==> src/bfs_pkg.sv <==
package bfs_pkg;

  // clock and switching rates
  localparam int          CLK_HZ        = 40_000_000;
  localparam int          SW_HZ         = 350_000;
  // whole clocks per switching cycle, rounded down
  localparam int          CYCLE_CLOCKS  = CLK_HZ / SW_HZ;
  localparam int          PHASE_W       = 7;
  localparam logic [6:0]  PHASE_FIRST   = 7'h00;
  localparam logic [6:0]  PHASE_LAST    = 7'(CYCLE_CLOCKS - 1);

  // overload persistence and restart waits, in switching cycles
  localparam logic [9:0]  OVERLOAD_LIMIT       = 10'h200;
  localparam int          OC_HICCUP_CYCLES_DEF = 16384;
  localparam int          TH_HICCUP_CYCLES_DEF = 32768;
  localparam int          HIC_W                = 16;

  // soft-start ramp time
  localparam int          SS_TIME_US     = 5000;
  localparam int          SS_CLOCKS_DEF  = SS_TIME_US * (CLK_HZ / 1_000_000);
  localparam int          SS_W           = 18;

  // comparator flag bundle, bit positions
  localparam int          FLAG_W         = 11;
  localparam int          F_ENABLE       = 0;
  localparam int          F_UVLO_OK      = 1;
  localparam int          F_BOOT_OK      = 2;
  localparam int          F_PEAK         = 3;
  localparam int          F_SRC_LIM      = 4;
  localparam int          F_SINK_LIM     = 5;
  localparam int          F_FB_118       = 6;
  localparam int          F_FB_104       = 7;
  localparam int          F_TEMP_165     = 8;
  localparam int          F_TEMP_155     = 9;
  localparam int          F_SS_ABOVE_FB  = 10;

  // register port
  localparam int          ADDR_W         = 4;
  localparam logic [3:0]  ADDR_CTRL      = 4'h0;
  localparam logic [3:0]  ADDR_STATUS    = 4'h4;
  localparam logic [3:0]  ADDR_OVLD      = 4'h8;
  localparam logic [31:0] CTRL_RESET     = 32'h0000_0001;
  localparam int          CTRL_RUN_BIT   = 0;

  // status field positions
  localparam int          ST_RUNNING     = 0;
  localparam int          ST_PREBIAS     = 1;
  localparam int          ST_OC_HICCUP   = 2;
  localparam int          ST_THERM       = 3;
  localparam int          ST_OV_MASK     = 4;
  localparam int          ST_SKIP        = 5;
  localparam int          ST_SS_ACTIVE   = 6;
  localparam int          ST_HS          = 7;
  localparam int          ST_LS          = 8;

  typedef enum {
    BFS_IDLE,
    BFS_PREBIAS,
    BFS_RUN,
    BFS_OC_HICCUP,
    BFS_THERM_WAIT,
    BFS_THERM_HICCUP
  } bfs_state_type;

endpackage : bfs_pkg

==> src/bfs_sequencer.sv <==
// Chosen here: the address map and strobed register access.
module bfs_sequencer
  import bfs_pkg::*;
#(
  parameter int SS_CLOCKS        = SS_CLOCKS_DEF,
  parameter int OC_HICCUP_CYCLES = OC_HICCUP_CYCLES_DEF,
  parameter int TH_HICCUP_CYCLES = TH_HICCUP_CYCLES_DEF
) (
  input  wire logic              clock,
  input  wire logic              rst_n,
  input  wire logic              enablePin,
  input  wire logic              uvloOk,
  input  wire logic              bootReserveOk,
  input  wire logic              peakCurrentTrip,
  input  wire logic              srcLimitTrip,
  input  wire logic              sinkLimitTrip,
  input  wire logic              fbAbove118,
  input  wire logic              fbAbove104,
  input  wire logic              tempAbove165,
  input  wire logic              tempAbove155,
  input  wire logic              softStartAboveFb,
  input  wire logic [ADDR_W-1:0] regAddr,
  input  wire logic [31:0]       regWrData,
  input  wire logic              regWr,
  input  wire logic              regRd,
  output logic      [31:0]       regRdData,
  output logic                   hsGate,
  output logic                   lsGate,
  output logic                   softStartActive,
  output logic                   overloadHiccup,
  output logic                   thermalShutdown
);

  localparam logic [HIC_W-1:0] OC_HIC_LAST = HIC_W'(OC_HICCUP_CYCLES - 1);
  localparam logic [HIC_W-1:0] TH_HIC_LAST = HIC_W'(TH_HICCUP_CYCLES - 1);
  localparam logic [SS_W-1:0]  SS_LAST     = SS_W'(SS_CLOCKS - 1);

  logic [FLAG_W-1:0]  flagRaw;
  logic [FLAG_W-1:0]  flagS;
  bfs_state_type      state_r, state_nxt;
  logic [PHASE_W-1:0] phase_r;
  logic [9:0]         ovldCnt_r, ovldCnt_nxt;
  logic [HIC_W-1:0]   hicCnt_r;
  logic [SS_W-1:0]    ssCnt_r;
  logic               ssActive_r;
  logic               hsOn_r, hsOn_nxt;
  logic               skip_r;
  logic               sinkOff_r;
  logic               limitSeen_r;
  logic               ovMask_r, ovMask_nxt;
  logic               hsGate_r, lsGate_r;
  logic [31:0]        ctrl_r;
  logic [31:0]        rdData_r;
  logic               ovlState_r, thermState_r;

  // gather pins into one bundle for the synchroniser
  assign flagRaw = {softStartAboveFb, tempAbove155, tempAbove165, fbAbove104, fbAbove118,
                    sinkLimitTrip, srcLimitTrip, peakCurrentTrip, bootReserveOk, uvloOk,
                    enablePin};

  bfs_flag_sync #(.W(FLAG_W)) uSync (
    .clock    (clock),
    .rst_n    (rst_n),
    .flagsIn  (flagRaw),
    .flagsOut (flagS)
  );

  // decoded conditions
  wire enabled    = flagS[F_ENABLE] & flagS[F_UVLO_OK] & ctrl_r[CTRL_RUN_BIT];
  wire bootOk     = flagS[F_BOOT_OK];
  wire peakHit    = flagS[F_PEAK];
  wire srcHit     = flagS[F_SRC_LIM];
  wire sinkHit    = flagS[F_SINK_LIM];
  wire tempHot    = flagS[F_TEMP_165];
  wire tempWarm   = flagS[F_TEMP_155];
  wire running    = (state_r == BFS_RUN);
  wire cycleStart = (phase_r == PHASE_FIRST);
  wire cycleEnd   = (phase_r == PHASE_LAST);
  wire limitCycle = limitSeen_r | srcHit | sinkHit;
  wire ovldTrip   = cycleEnd & limitCycle & (ovldCnt_r == OVERLOAD_LIMIT);
  wire ocHicDone  = cycleEnd & (hicCnt_r == OC_HIC_LAST);
  wire thHicDone  = cycleEnd & (hicCnt_r == TH_HIC_LAST);
  wire stateMove  = (state_nxt != state_r);

  // fixed switching cycle
  // the phase counter free-runs so the frequency never drifts with load
  always_ff @(posedge clock) begin
    if (!rst_n) phase_r <= PHASE_FIRST;
    else        phase_r <= cycleEnd ? PHASE_FIRST : phase_r + 7'h01;
  end

  // sequencing state
  always_comb begin
    state_nxt = state_r;
    if (!enabled) begin
      state_nxt = BFS_IDLE;
    end else if (tempHot) begin
      state_nxt = BFS_THERM_WAIT;
    end else begin
      case (state_r)
        BFS_IDLE: begin
          state_nxt = BFS_PREBIAS;
        end
        BFS_PREBIAS: begin
          if (flagS[F_SS_ABOVE_FB]) state_nxt = BFS_RUN;
        end
        BFS_RUN: begin
          if (ovldTrip) state_nxt = BFS_OC_HICCUP;
        end
        BFS_OC_HICCUP: begin
          if (ocHicDone) state_nxt = BFS_PREBIAS;
        end
        BFS_THERM_WAIT: begin
          if (!tempWarm) state_nxt = BFS_THERM_HICCUP;
        end
        BFS_THERM_HICCUP: begin
          if (tempWarm)       state_nxt = BFS_THERM_WAIT;
          else if (thHicDone) state_nxt = BFS_PREBIAS;
        end
        default: begin
          state_nxt = BFS_IDLE;
        end
      endcase
    end
  end

  always_ff @(posedge clock) begin
    if (!rst_n) state_r <= BFS_IDLE;
    else        state_r <= state_nxt;
  end

  // hiccup cycle count
  // one counter serves both hiccups; it restarts on every state change
  always_ff @(posedge clock) begin
    if (!rst_n)        hicCnt_r <= '0;
    else if (stateMove) hicCnt_r <= '0;
    else if (cycleEnd)  hicCnt_r <= hicCnt_r + 16'h0001;
  end

  always_ff @(posedge clock) begin
    if (!rst_n) begin
      ssCnt_r    <= '0;
      ssActive_r <= 1'b0;
    end else if (state_nxt == BFS_PREBIAS && state_r != BFS_PREBIAS) begin
      ssCnt_r    <= '0;
      ssActive_r <= 1'b1;
    end else if (!enabled) begin
      ssActive_r <= 1'b0;
    end else if (ssActive_r) begin
      ssCnt_r    <= ssCnt_r + 18'h00001;
      ssActive_r <= (ssCnt_r != SS_LAST);
    end
  end

  always_comb begin
    ovldCnt_nxt = ovldCnt_r;
    if (!running)       ovldCnt_nxt = '0;
    else if (cycleEnd)  ovldCnt_nxt = limitCycle ? ovldCnt_r + 10'h001 : '0;
  end

  always_ff @(posedge clock) begin
    if (!rst_n) ovldCnt_r <= '0;
    else        ovldCnt_r <= ovldCnt_nxt;
  end

  always_ff @(posedge clock) begin
    if (!rst_n)        skip_r <= 1'b0;
    else if (!running) skip_r <= 1'b0;
    else if (cycleEnd) skip_r <= srcHit;
  end

  // sink off till start
  // a sink hit on the first clock still wins over the cycle-start clear
  always_ff @(posedge clock) begin
    if (!rst_n) begin
      sinkOff_r   <= 1'b0;
      limitSeen_r <= 1'b0;
    end else begin
      sinkOff_r   <= running & (sinkHit | (sinkOff_r & ~cycleStart));
      limitSeen_r <= running & (sinkHit | (limitSeen_r & ~cycleStart));
    end
  end

  assign ovMask_nxt = flagS[F_FB_118] | (ovMask_r & flagS[F_FB_104]);

  always_ff @(posedge clock) begin
    if (!rst_n) ovMask_r <= 1'b0;
    else        ovMask_r <= ovMask_nxt;
  end

  always_comb begin
    hsOn_nxt = hsOn_r;
    if (!running)                             hsOn_nxt = 1'b0;
    else if (cycleStart)                      hsOn_nxt = ~skip_r & ~ovMask_nxt & bootOk;
    else if (peakHit | ovMask_nxt | ~bootOk)  hsOn_nxt = 1'b0;
  end

  always_ff @(posedge clock) begin
    if (!rst_n) hsOn_r <= 1'b0;
    else        hsOn_r <= hsOn_nxt;
  end

  // forced continuous low-side
  // the low-side fills every gap of the high-side except after a sink hit in that cycle, so light load never skips
  wire hsReq = hsOn_r & ~ovMask_r & bootOk;
  wire lsReq = running & ~hsOn_r & ~sinkOff_r & ~sinkHit;

  // break before make
  // each gate turns on only after the other flop has already been low one clock
  always_ff @(posedge clock) begin
    if (!rst_n) begin
      hsGate_r <= 1'b0;
      lsGate_r <= 1'b0;
    end else begin
      hsGate_r <= hsReq & ~lsGate_r & ~lsReq;
      lsGate_r <= lsReq & ~hsGate_r & ~hsReq;
    end
  end

  // fault state indications
  always_ff @(posedge clock) begin
    if (!rst_n) begin
      ovlState_r   <= 1'b0;
      thermState_r <= 1'b0;
    end else begin
      ovlState_r   <= (state_nxt == BFS_OC_HICCUP);
      thermState_r <= (state_nxt == BFS_THERM_WAIT) | (state_nxt == BFS_THERM_HICCUP);
    end
  end

  // register decode
  wire selCtrl = (regAddr == ADDR_CTRL);
  wire selStat = (regAddr == ADDR_STATUS);
  wire selOvld = (regAddr == ADDR_OVLD);

  logic [31:0] statusWord;
  always_comb begin
    statusWord               = '0;
    statusWord[ST_RUNNING]   = running;
    statusWord[ST_PREBIAS]   = (state_r == BFS_PREBIAS);
    statusWord[ST_OC_HICCUP] = ovlState_r;
    statusWord[ST_THERM]     = thermState_r;
    statusWord[ST_OV_MASK]   = ovMask_r;
    statusWord[ST_SKIP]      = skip_r;
    statusWord[ST_SS_ACTIVE] = ssActive_r;
    statusWord[ST_HS]        = hsGate_r;
    statusWord[ST_LS]        = lsGate_r;
  end

  // unmapped reads return zero; the write only keeps the run bit
  wire [31:0] rdMux = selCtrl ? ctrl_r :
                      selStat ? statusWord :
                      selOvld ? {22'h0, ovldCnt_r} : 32'h0000_0000;

  always_ff @(posedge clock) begin
    if (!rst_n) begin
      ctrl_r   <= CTRL_RESET;
      rdData_r <= '0;
    end else begin
      if (regWr && selCtrl) ctrl_r <= regWrData & CTRL_RESET;
      rdData_r <= regRd ? rdMux : 32'h0000_0000;
    end
  end

  assign regRdData       = rdData_r;
  assign hsGate          = hsGate_r;
  assign lsGate          = lsGate_r;
  assign softStartActive = ssActive_r;
  assign overloadHiccup  = ovlState_r;
  assign thermalShutdown = thermState_r;

endmodule : bfs_sequencer

==> src/bfs_flag_sync.sv <==
module bfs_flag_sync
  import bfs_pkg::*;
#(
  parameter int W = FLAG_W
) (
  input  wire logic         clock,
  input  wire logic         rst_n,
  input  wire logic [W-1:0] flagsIn,
  output logic      [W-1:0] flagsOut
);

  logic [W-1:0] stage1_r;

  // two flops per flag; only the second stage is ever read outside
  for (genvar i = 0; i < W; i++) begin : g_sync
    always_ff @(posedge clock) begin
      if (!rst_n) begin
        stage1_r[i] <= 1'b0;
        flagsOut[i] <= 1'b0;
      end else begin
        stage1_r[i] <= flagsIn[i];
        flagsOut[i] <= stage1_r[i];
      end
    end
  end

endmodule : bfs_flag_sync

==> config.mk <==
export PLATFORM = sky130hd
export DESIGN_NAME = bfs_sequencer
export DESIGN_NICKNAME = d
export VERILOG_FILES = /design/src/bfs_pkg.sv /design/src/bfs_sequencer.sv /design/src/bfs_flag_sync.sv
export SDC_FILE = /design/constraint.sdc
export NUM_CORES = 1
export LEC_CHECK = 0
export BUFFER_PORTS_ARGS = -buffer_cell sky130_fd_sc_hd__clkbuf_2
export CORE_MARGIN = 8
export CORE_UTILIZATION = 24
export CTS_BUF_LIST = sky130_fd_sc_hd__clkbuf_8
export CTS_CLUSTER_DIAMETER = 40
export DETAILED_ROUTE_END_ITERATION = 8
export GPL_TIMING_DRIVEN = 1
export HOLD_SLACK_MARGIN = 0.05
export PLACE_DENSITY_LB_ADDON = 0.05
export SYNTH_ARGS = -nofsm -noshare
export SYNTH_HDL_FRONTEND = slang
export SYNTH_SLANG_ARGS = --single-unit
==> constraint.sdc <==
create_clock -name clock -period 6.1 [get_ports clock]
set_clock_uncertainty 0.1 [all_clocks]
set_input_delay 0.61 -clock clock [delete_from_list [all_inputs] [get_ports clock]]
set_output_delay 0.61 -clock clock [all_outputs]
set_load 0.02 [all_outputs]
======== Yosys cells after proc, flatten, opt, wreduce, memory -nomap -nowiden ========
Cells that the tools add are included.
Widths: inputs -> output; s select.
storage, ports and cells
  bits of input ports ..................... 51
  output and inout bits ................... 37
  bits in registers ....................... 148
operators by class
  muxes and demuxes ....................... 18
  bitwise logic cells ..................... 45
  $add $sub $neg .......................... 4
  reduce and logical (&&, ||, !) cells .... 15
  equal/unequal tests ..................... 20
operators with widths
  operator               number
  $mux 32                8
  $pmux 32 s6            1
  $eq 32x2->1 const B    4
  $eq 32x3->1 const B    4
  $eq 32x4->1 const B    2
  $eq 32x1->1 const B    1
  $logic_not 32->1       1
  $ne 32x2->1 const B    1
  $ne 32x32->1           1
  $and 1x1->1            22
  $add 18x1->18 const B  1
  $mux 9                 2
  $ne 18x18->1 const B   1
  $add 16x1->16 const B  1
  $eq 16x14->1 const B   1
  $eq 16x15->1 const B   1
  $not 1->1              15
  $add 10x1->10 const B  1
  $eq 10x10->1 const B   1
  $mux 10                1
  $or 1x1->1             8
  $reduce_or 2->1        4
  $add 7x1->7 const B    1
  $eq 7x7->1 const B     1
  10 further kinds       18

======== Depth between registers and ports, before layout ========
  depth after elaboration ................. 11
  mapped depth ............................ 9

======== By module ========
From an unflattened synthesis, not the netlist that was laid out.
second synthesis, totals
  cell total of the unflattened synthesis .. 510
  area, all modules ....................... 5101.1 µm²
by module, submodules not included
  module         instances  area each (µm²)  cells an instance
  bfs_sequencer  1          4480.5           464
  bfs_flag_sync  1          620.6            46

======== Least setup slack after synthesis ========
No wires, ideal clock.
  path type ............................... reg2reg
  from .................................... reg phase_r[0]
  to ...................................... reg ssCnt_r[10]
  cell stages (with the launch flop) ...... 9
  slack ................................... 3.439 ns
  required time ........................... 5.885 ns
  arrival ................................. 2.446 ns
  clock period less this slack ............ 2.661 ns
  path through ............................ dfxtp_1 > ha_1 > nand3_1 > or4_1 > or4_4 > o21ba_1 > o31ai_4 > buf_6 > nor2_1
between the ends
  word-level cells in the longest chain between the ends .. 10
RTL lines
  element                                        RTL line                                    RTL
  from (decl)                                    bfs_sequencer.sv:41                         logic [PHASE_W-1:0] phase_r;
  from (signal assigned)                         bfs_sequencer.sv:89                         else phase_r <= cycleEnd ? PHASE_FIRST : phase_r + 7'h01;
  $eq 7x7->1 (*)                                 bfs_sequencer.sv:78                         wire cycleEnd = (phase_r == PHASE_LAST);
  $and 1x1->1, on equally long branches          bfs_sequencer.sv:82, bfs_sequencer.sv:80
  $mux 32 / $and 1x1->1 (equally long branches)  bfs_sequencer.sv:118, bfs_sequencer.sv:80
  $mux 32, on equally long branches              bfs_sequencer.sv:117, bfs_sequencer.sv:108
  $pmux 32 s6 (*)                                bfs_sequencer.sv:100                        case (state_r)
  $mux 32 (*)                                    bfs_sequencer.sv:97                         end else if (tempHot) begin
  $mux 32 (*)                                    bfs_sequencer.sv:95                         if (!enabled) begin
  $eq 32x2->1 (*)                                bfs_sequencer.sv:144                        end else if (state_nxt == BFS_PREBIAS && state_r != BFS_PREBIAS) begin
  $logic_and 1x1->1 (*)                          bfs_sequencer.sv:144
  $reduce_or 2->1 (no line) (*)                  -
  to (signal assigned)                           bfs_sequencer.sv:150                        ssCnt_r <= ssCnt_r + 18'h00001;
  to (decl)                                      bfs_sequencer.sv:44                         logic [SS_W-1:0] ssCnt_r;
Every way passes the cells marked *; elsewhere a longest branch is shown, timed or not.
A chain may end at the register's enable or synchronous reset.

======== Final worst setup path ========
  from .................................... reg phase_r[0]
  to ...................................... reg ssCnt_r[14]
The elaborated chain is that of the path after synthesis.

==> results.md <==
- Core area: 0.0195 mm²
- Worst-Margin Slew: 0.868 ns
- Max stage delay on crit path: 0.63 ns
- # port buffers: 34
- Effective utilization at floorplan: 0.246
- Layout cell share with drive strength beyond 1: 0.133
- Data required time at the worst endpoint: 6.29 ns
- Final-report setup violation count: 0
- Die X: 157 µm
- Clock tree from TritonCTS: done
- Number of diodes: 0
- Worst Setup End Kind: flip-flop
- Post-synthesis average cell area: 9.75 µm²
- Fin Setup TNS: 0 ns
- Cell with the largest stage delay on the worst path: sky130_fd_sc_hd__o31ai_4
- IO Count: 88
- Unrepaired setup endpoints after global routing: false
- Critical Path Source Type: flip-flop
- Layout filler cell count: 2118
- CP cell instances: ha_1 > nand3_1 > or4_1 > or4_4 > o21ba_1 > o31ai_4 > nor2_1
- Cell count after synthesis: 492
- DRC errors left: 0
- Crit path setup slack, layout: 2.96 ns
- Sw power: 386 µW
- Wire length of the first global-routing pass: 18.0 mm
- Setup WS pre-CTS: 2.79 ns
- Cell at the root of the clock tree: sky130_fd_sc_hd__clkbuf_8
- Gr usage total: 0.0939
- Clock-pin slew on the worst setup and hold paths: 0.07 ns
- Pwr Total: 1.67 mW
- Maximum achievable frequency: 318 MHz
- Status: completed
- Number of levels the H-tree was split into: 4
- Layout overhead on the synthesized area: 19.4%
- Share of flip-flops with an asynchronous set or reset after synthesis: 0
- Worst slew slack as a fraction of its limit: 0.417
- Number of antenna violations at the first check in global routing: 0
- Maximum number of pins on one net before global-route repair: 32
- Worst-path maximum fanout: 18
- Comb pwr share: 0.030
- Die height: 157 µm
- Proportion of power drawn by flip-flops and latches: 0.509
- Critical path start-end classification: flip-flop to flip-flop
- Highest metal layer with signal wires: met4
- Total via count after detailed routing: 3454
- Final Cycle Share: 0.515
- Total area of multi-input combinational cells: 0.00221 mm²
- Cell area power density: 292 mW/mm²
- Insertion delay to the later sink of the worst-skew pair: 0.44 ns
- Leading cell types in the layout, fill and taps excluded: sky130_fd_sc_hd__dfxtp_1 (126), sky130_fd_sc_hd__nor2_1 (66), sky130_fd_sc_hd__conb_1 (51)
- Main flop type after synthesis: sky130_fd_sc_hd__dfxtp_1
- Layout net count: 625
- Power Internal: 1.28 mW
- Maximum ir drop on the vdd rail: 0.138 mV
- Met1 Wirelength: 5.44 mm
- Final hold violations: 0
- GR Overflow Total: 0
- Mean routed wirelength per cell: 13.0 µm
- Number of DRC markers in iteration 0: 118
- Number of pins with negative max-slew slack in the final report: 0
- Area leader, netlist: sky130_fd_sc_hd__dfxtp_1
- Sequential cell area: 0.00252 mm²
- Total clock buffers created by CTS: 17
- Total met3 wirelength after detailed routing: 590 µm
- Total routed wirelength: 11.0 mm
- Fraction of power spent switching nets: 0.231
- Leading cell type in the layout, fill and taps excluded: sky130_fd_sc_hd__dfxtp_1
- Reported leakage power: 2.11 nW
- Main area contributors after synthesis: sky130_fd_sc_hd__dfxtp_1 (53%), sky130_fd_sc_hd__nor2_1 (5.2%), sky130_fd_sc_hd__xor2_1 (5.1%), sky130_fd_sc_hd__buf_4 (3.4%), sky130_fd_sc_hd__and2_1 (3.4%)
- Number of synthesized register bits: 126
- Worst hold slack: 0.282 ns
- Deepest clock path buffer count: 2
- Share of Yosys cell area claimed by the top area cell type: 0.526
- Total of cells resized after clock tree synthesis: 0
- Total standard cell area after synthesis: 0.00479 mm²
- Data arrival time of the worst path: 3.33 ns
- Number of global-route vias before repair: 3412
- Number of warnings printed during yosys synthesis: 0
- Period minus WS final: 3.14 ns
- Area enclosed by the die boundary: 0.0248 mm²
- Vias/cell: 4.09
- Synth unique cells: 54
- Clock sink total: 126
- Setup bufs post-CTS: 0
- Max capacitance violation total: 0
- Placer Congestion: 0.740
- Amount of wire on met2 after detailed routing: 4.83 mm
- Pre-antenna DRT Iters: 4
- Number of synthesized flops with an enable pin: 0
- Detailed-placement wirelength estimate: 7.93 mm
- # hold bufs at CTS: 0
- Share of total power in the clock network: 0.462
- Remaining antenna violation count: 0
- Site row count: 51
- Sequential element share of the synthesized area: 0.526
- Worst min-delay path category: input port to flip-flop
## power groups by stage
stage	logic (mW)	clock network (mW)	registers, mW
6_report	0.0500	0.770	0.849
5_1_grt	0.0570	0.840	0.851
4_1_cts	0.0504	0.803	0.849
3_5_place_dp	0.0499	0	0.868
3_3_place_gp	0.0500	0	0.868
2_1_floorplan	0.0453	0	0.866
## final cells by class
cell class	instances	area share
clock buffers	19	0.0457
clock inverters	13	0.0289
inverters	10	0.00656
multi-input cells	375	0.387
flip-flops and latches	126	0.441
well taps	265	0.0579
repair buffers	37	0.0337
## worst paths after layout
path / from / end / slack, ns / cells past startpoint
hold / removal: uvloOk / uSync.stage1_r[1] / 0.28 / 2
setup / recovery: phase_r[0] / ssCnt_r[14] / 2.96 / 7
setup reg to reg: phase_r[0] / ssCnt_r[14] / 2.96 / 7
hold reg to reg: uSync.stage1_r[4] / uSync.flagsOut[4] / 0.33 / 1
## sequential cells by signal, summed over array words and instances, names as in the netlist
| name | cells |
|---|---|
| ovMask_r | 1 |
| phase_r | 7 |
| state_r | 32 |
| uSync.stage1_r | 11 |
| hsOn_r | 1 |
| skip_r | 1 |
| overloadHiccup | 1 |
| limitSeen_r | 1 |
| regRdData | 10 |
| lsGate | 1 |
| sinkOff_r | 1 |
| thermalShutdown | 1 |
| ssCnt_r | 18 |
| softStartActive | 1 |
| hicCnt_r | 16 |
| hsGate | 1 |
| uSync.flagsOut | 11 |
| ctrl_r | 1 |
| ovldCnt_r | 10 |
## cells in the mapped netlist (8+ instances only)
cell                      number
sky130_fd_sc_hd__nand4_1      13
sky130_fd_sc_hd__xor2_1       28
sky130_fd_sc_hd__and2_1       26
sky130_fd_sc_hd__dfxtp_1     126
sky130_fd_sc_hd__nor2_1       66
sky130_fd_sc_hd__nand2_1      31
sky130_fd_sc_hd__buf_4        22
sky130_fd_sc_hd__nor3_1       24
sky130_fd_sc_hd__nand3_1      17
sky130_fd_sc_hd__inv_1         8
sky130_fd_sc_hd__a22oi_1       8
sky130_fd_sc_hd__xnor2_1      14
sky130_fd_sc_hd__a21oi_1       9
sky130_fd_sc_hd__nor4_1       11
## per-layer routing
layer	global-route usage	up-vias
li1	-	1788
met1	0.119	1596
met2	0.145	65
met3	0.0329	5
met4	0.0326	0
met5	0	-
## cell families after synthesis
family,count (synthesis),synth area share
simple gates,231,0.258
flops,126,0.526
compound gates,42,0.0650
xor+xnor,42,0.0767
buf+inv,41,0.0514
fa+ha+maj,7,0.0183
mux,2,0.00418
other cells,1,0.000782
## through the flow
stage               utilization  std cells  area [µm²]
CTS                       0.293        845        5720
finish                    0.293        845        5720
floorplan                     -        542        4980
detailed placement        0.271        813        5300
global route              0.293        845        5720
global placement          0.271        813        5300
## worst max-delay path: cells and delay by family (launching register included)
family	cells	cell delay, ns
AOI/OAI and AO/OA	2	0.86
DFF	1	0.43
and+or+nand+nor	4	1.41
adders and majority gates	1	0.21
No activity file was read; power rests on OpenSTA's default activity.
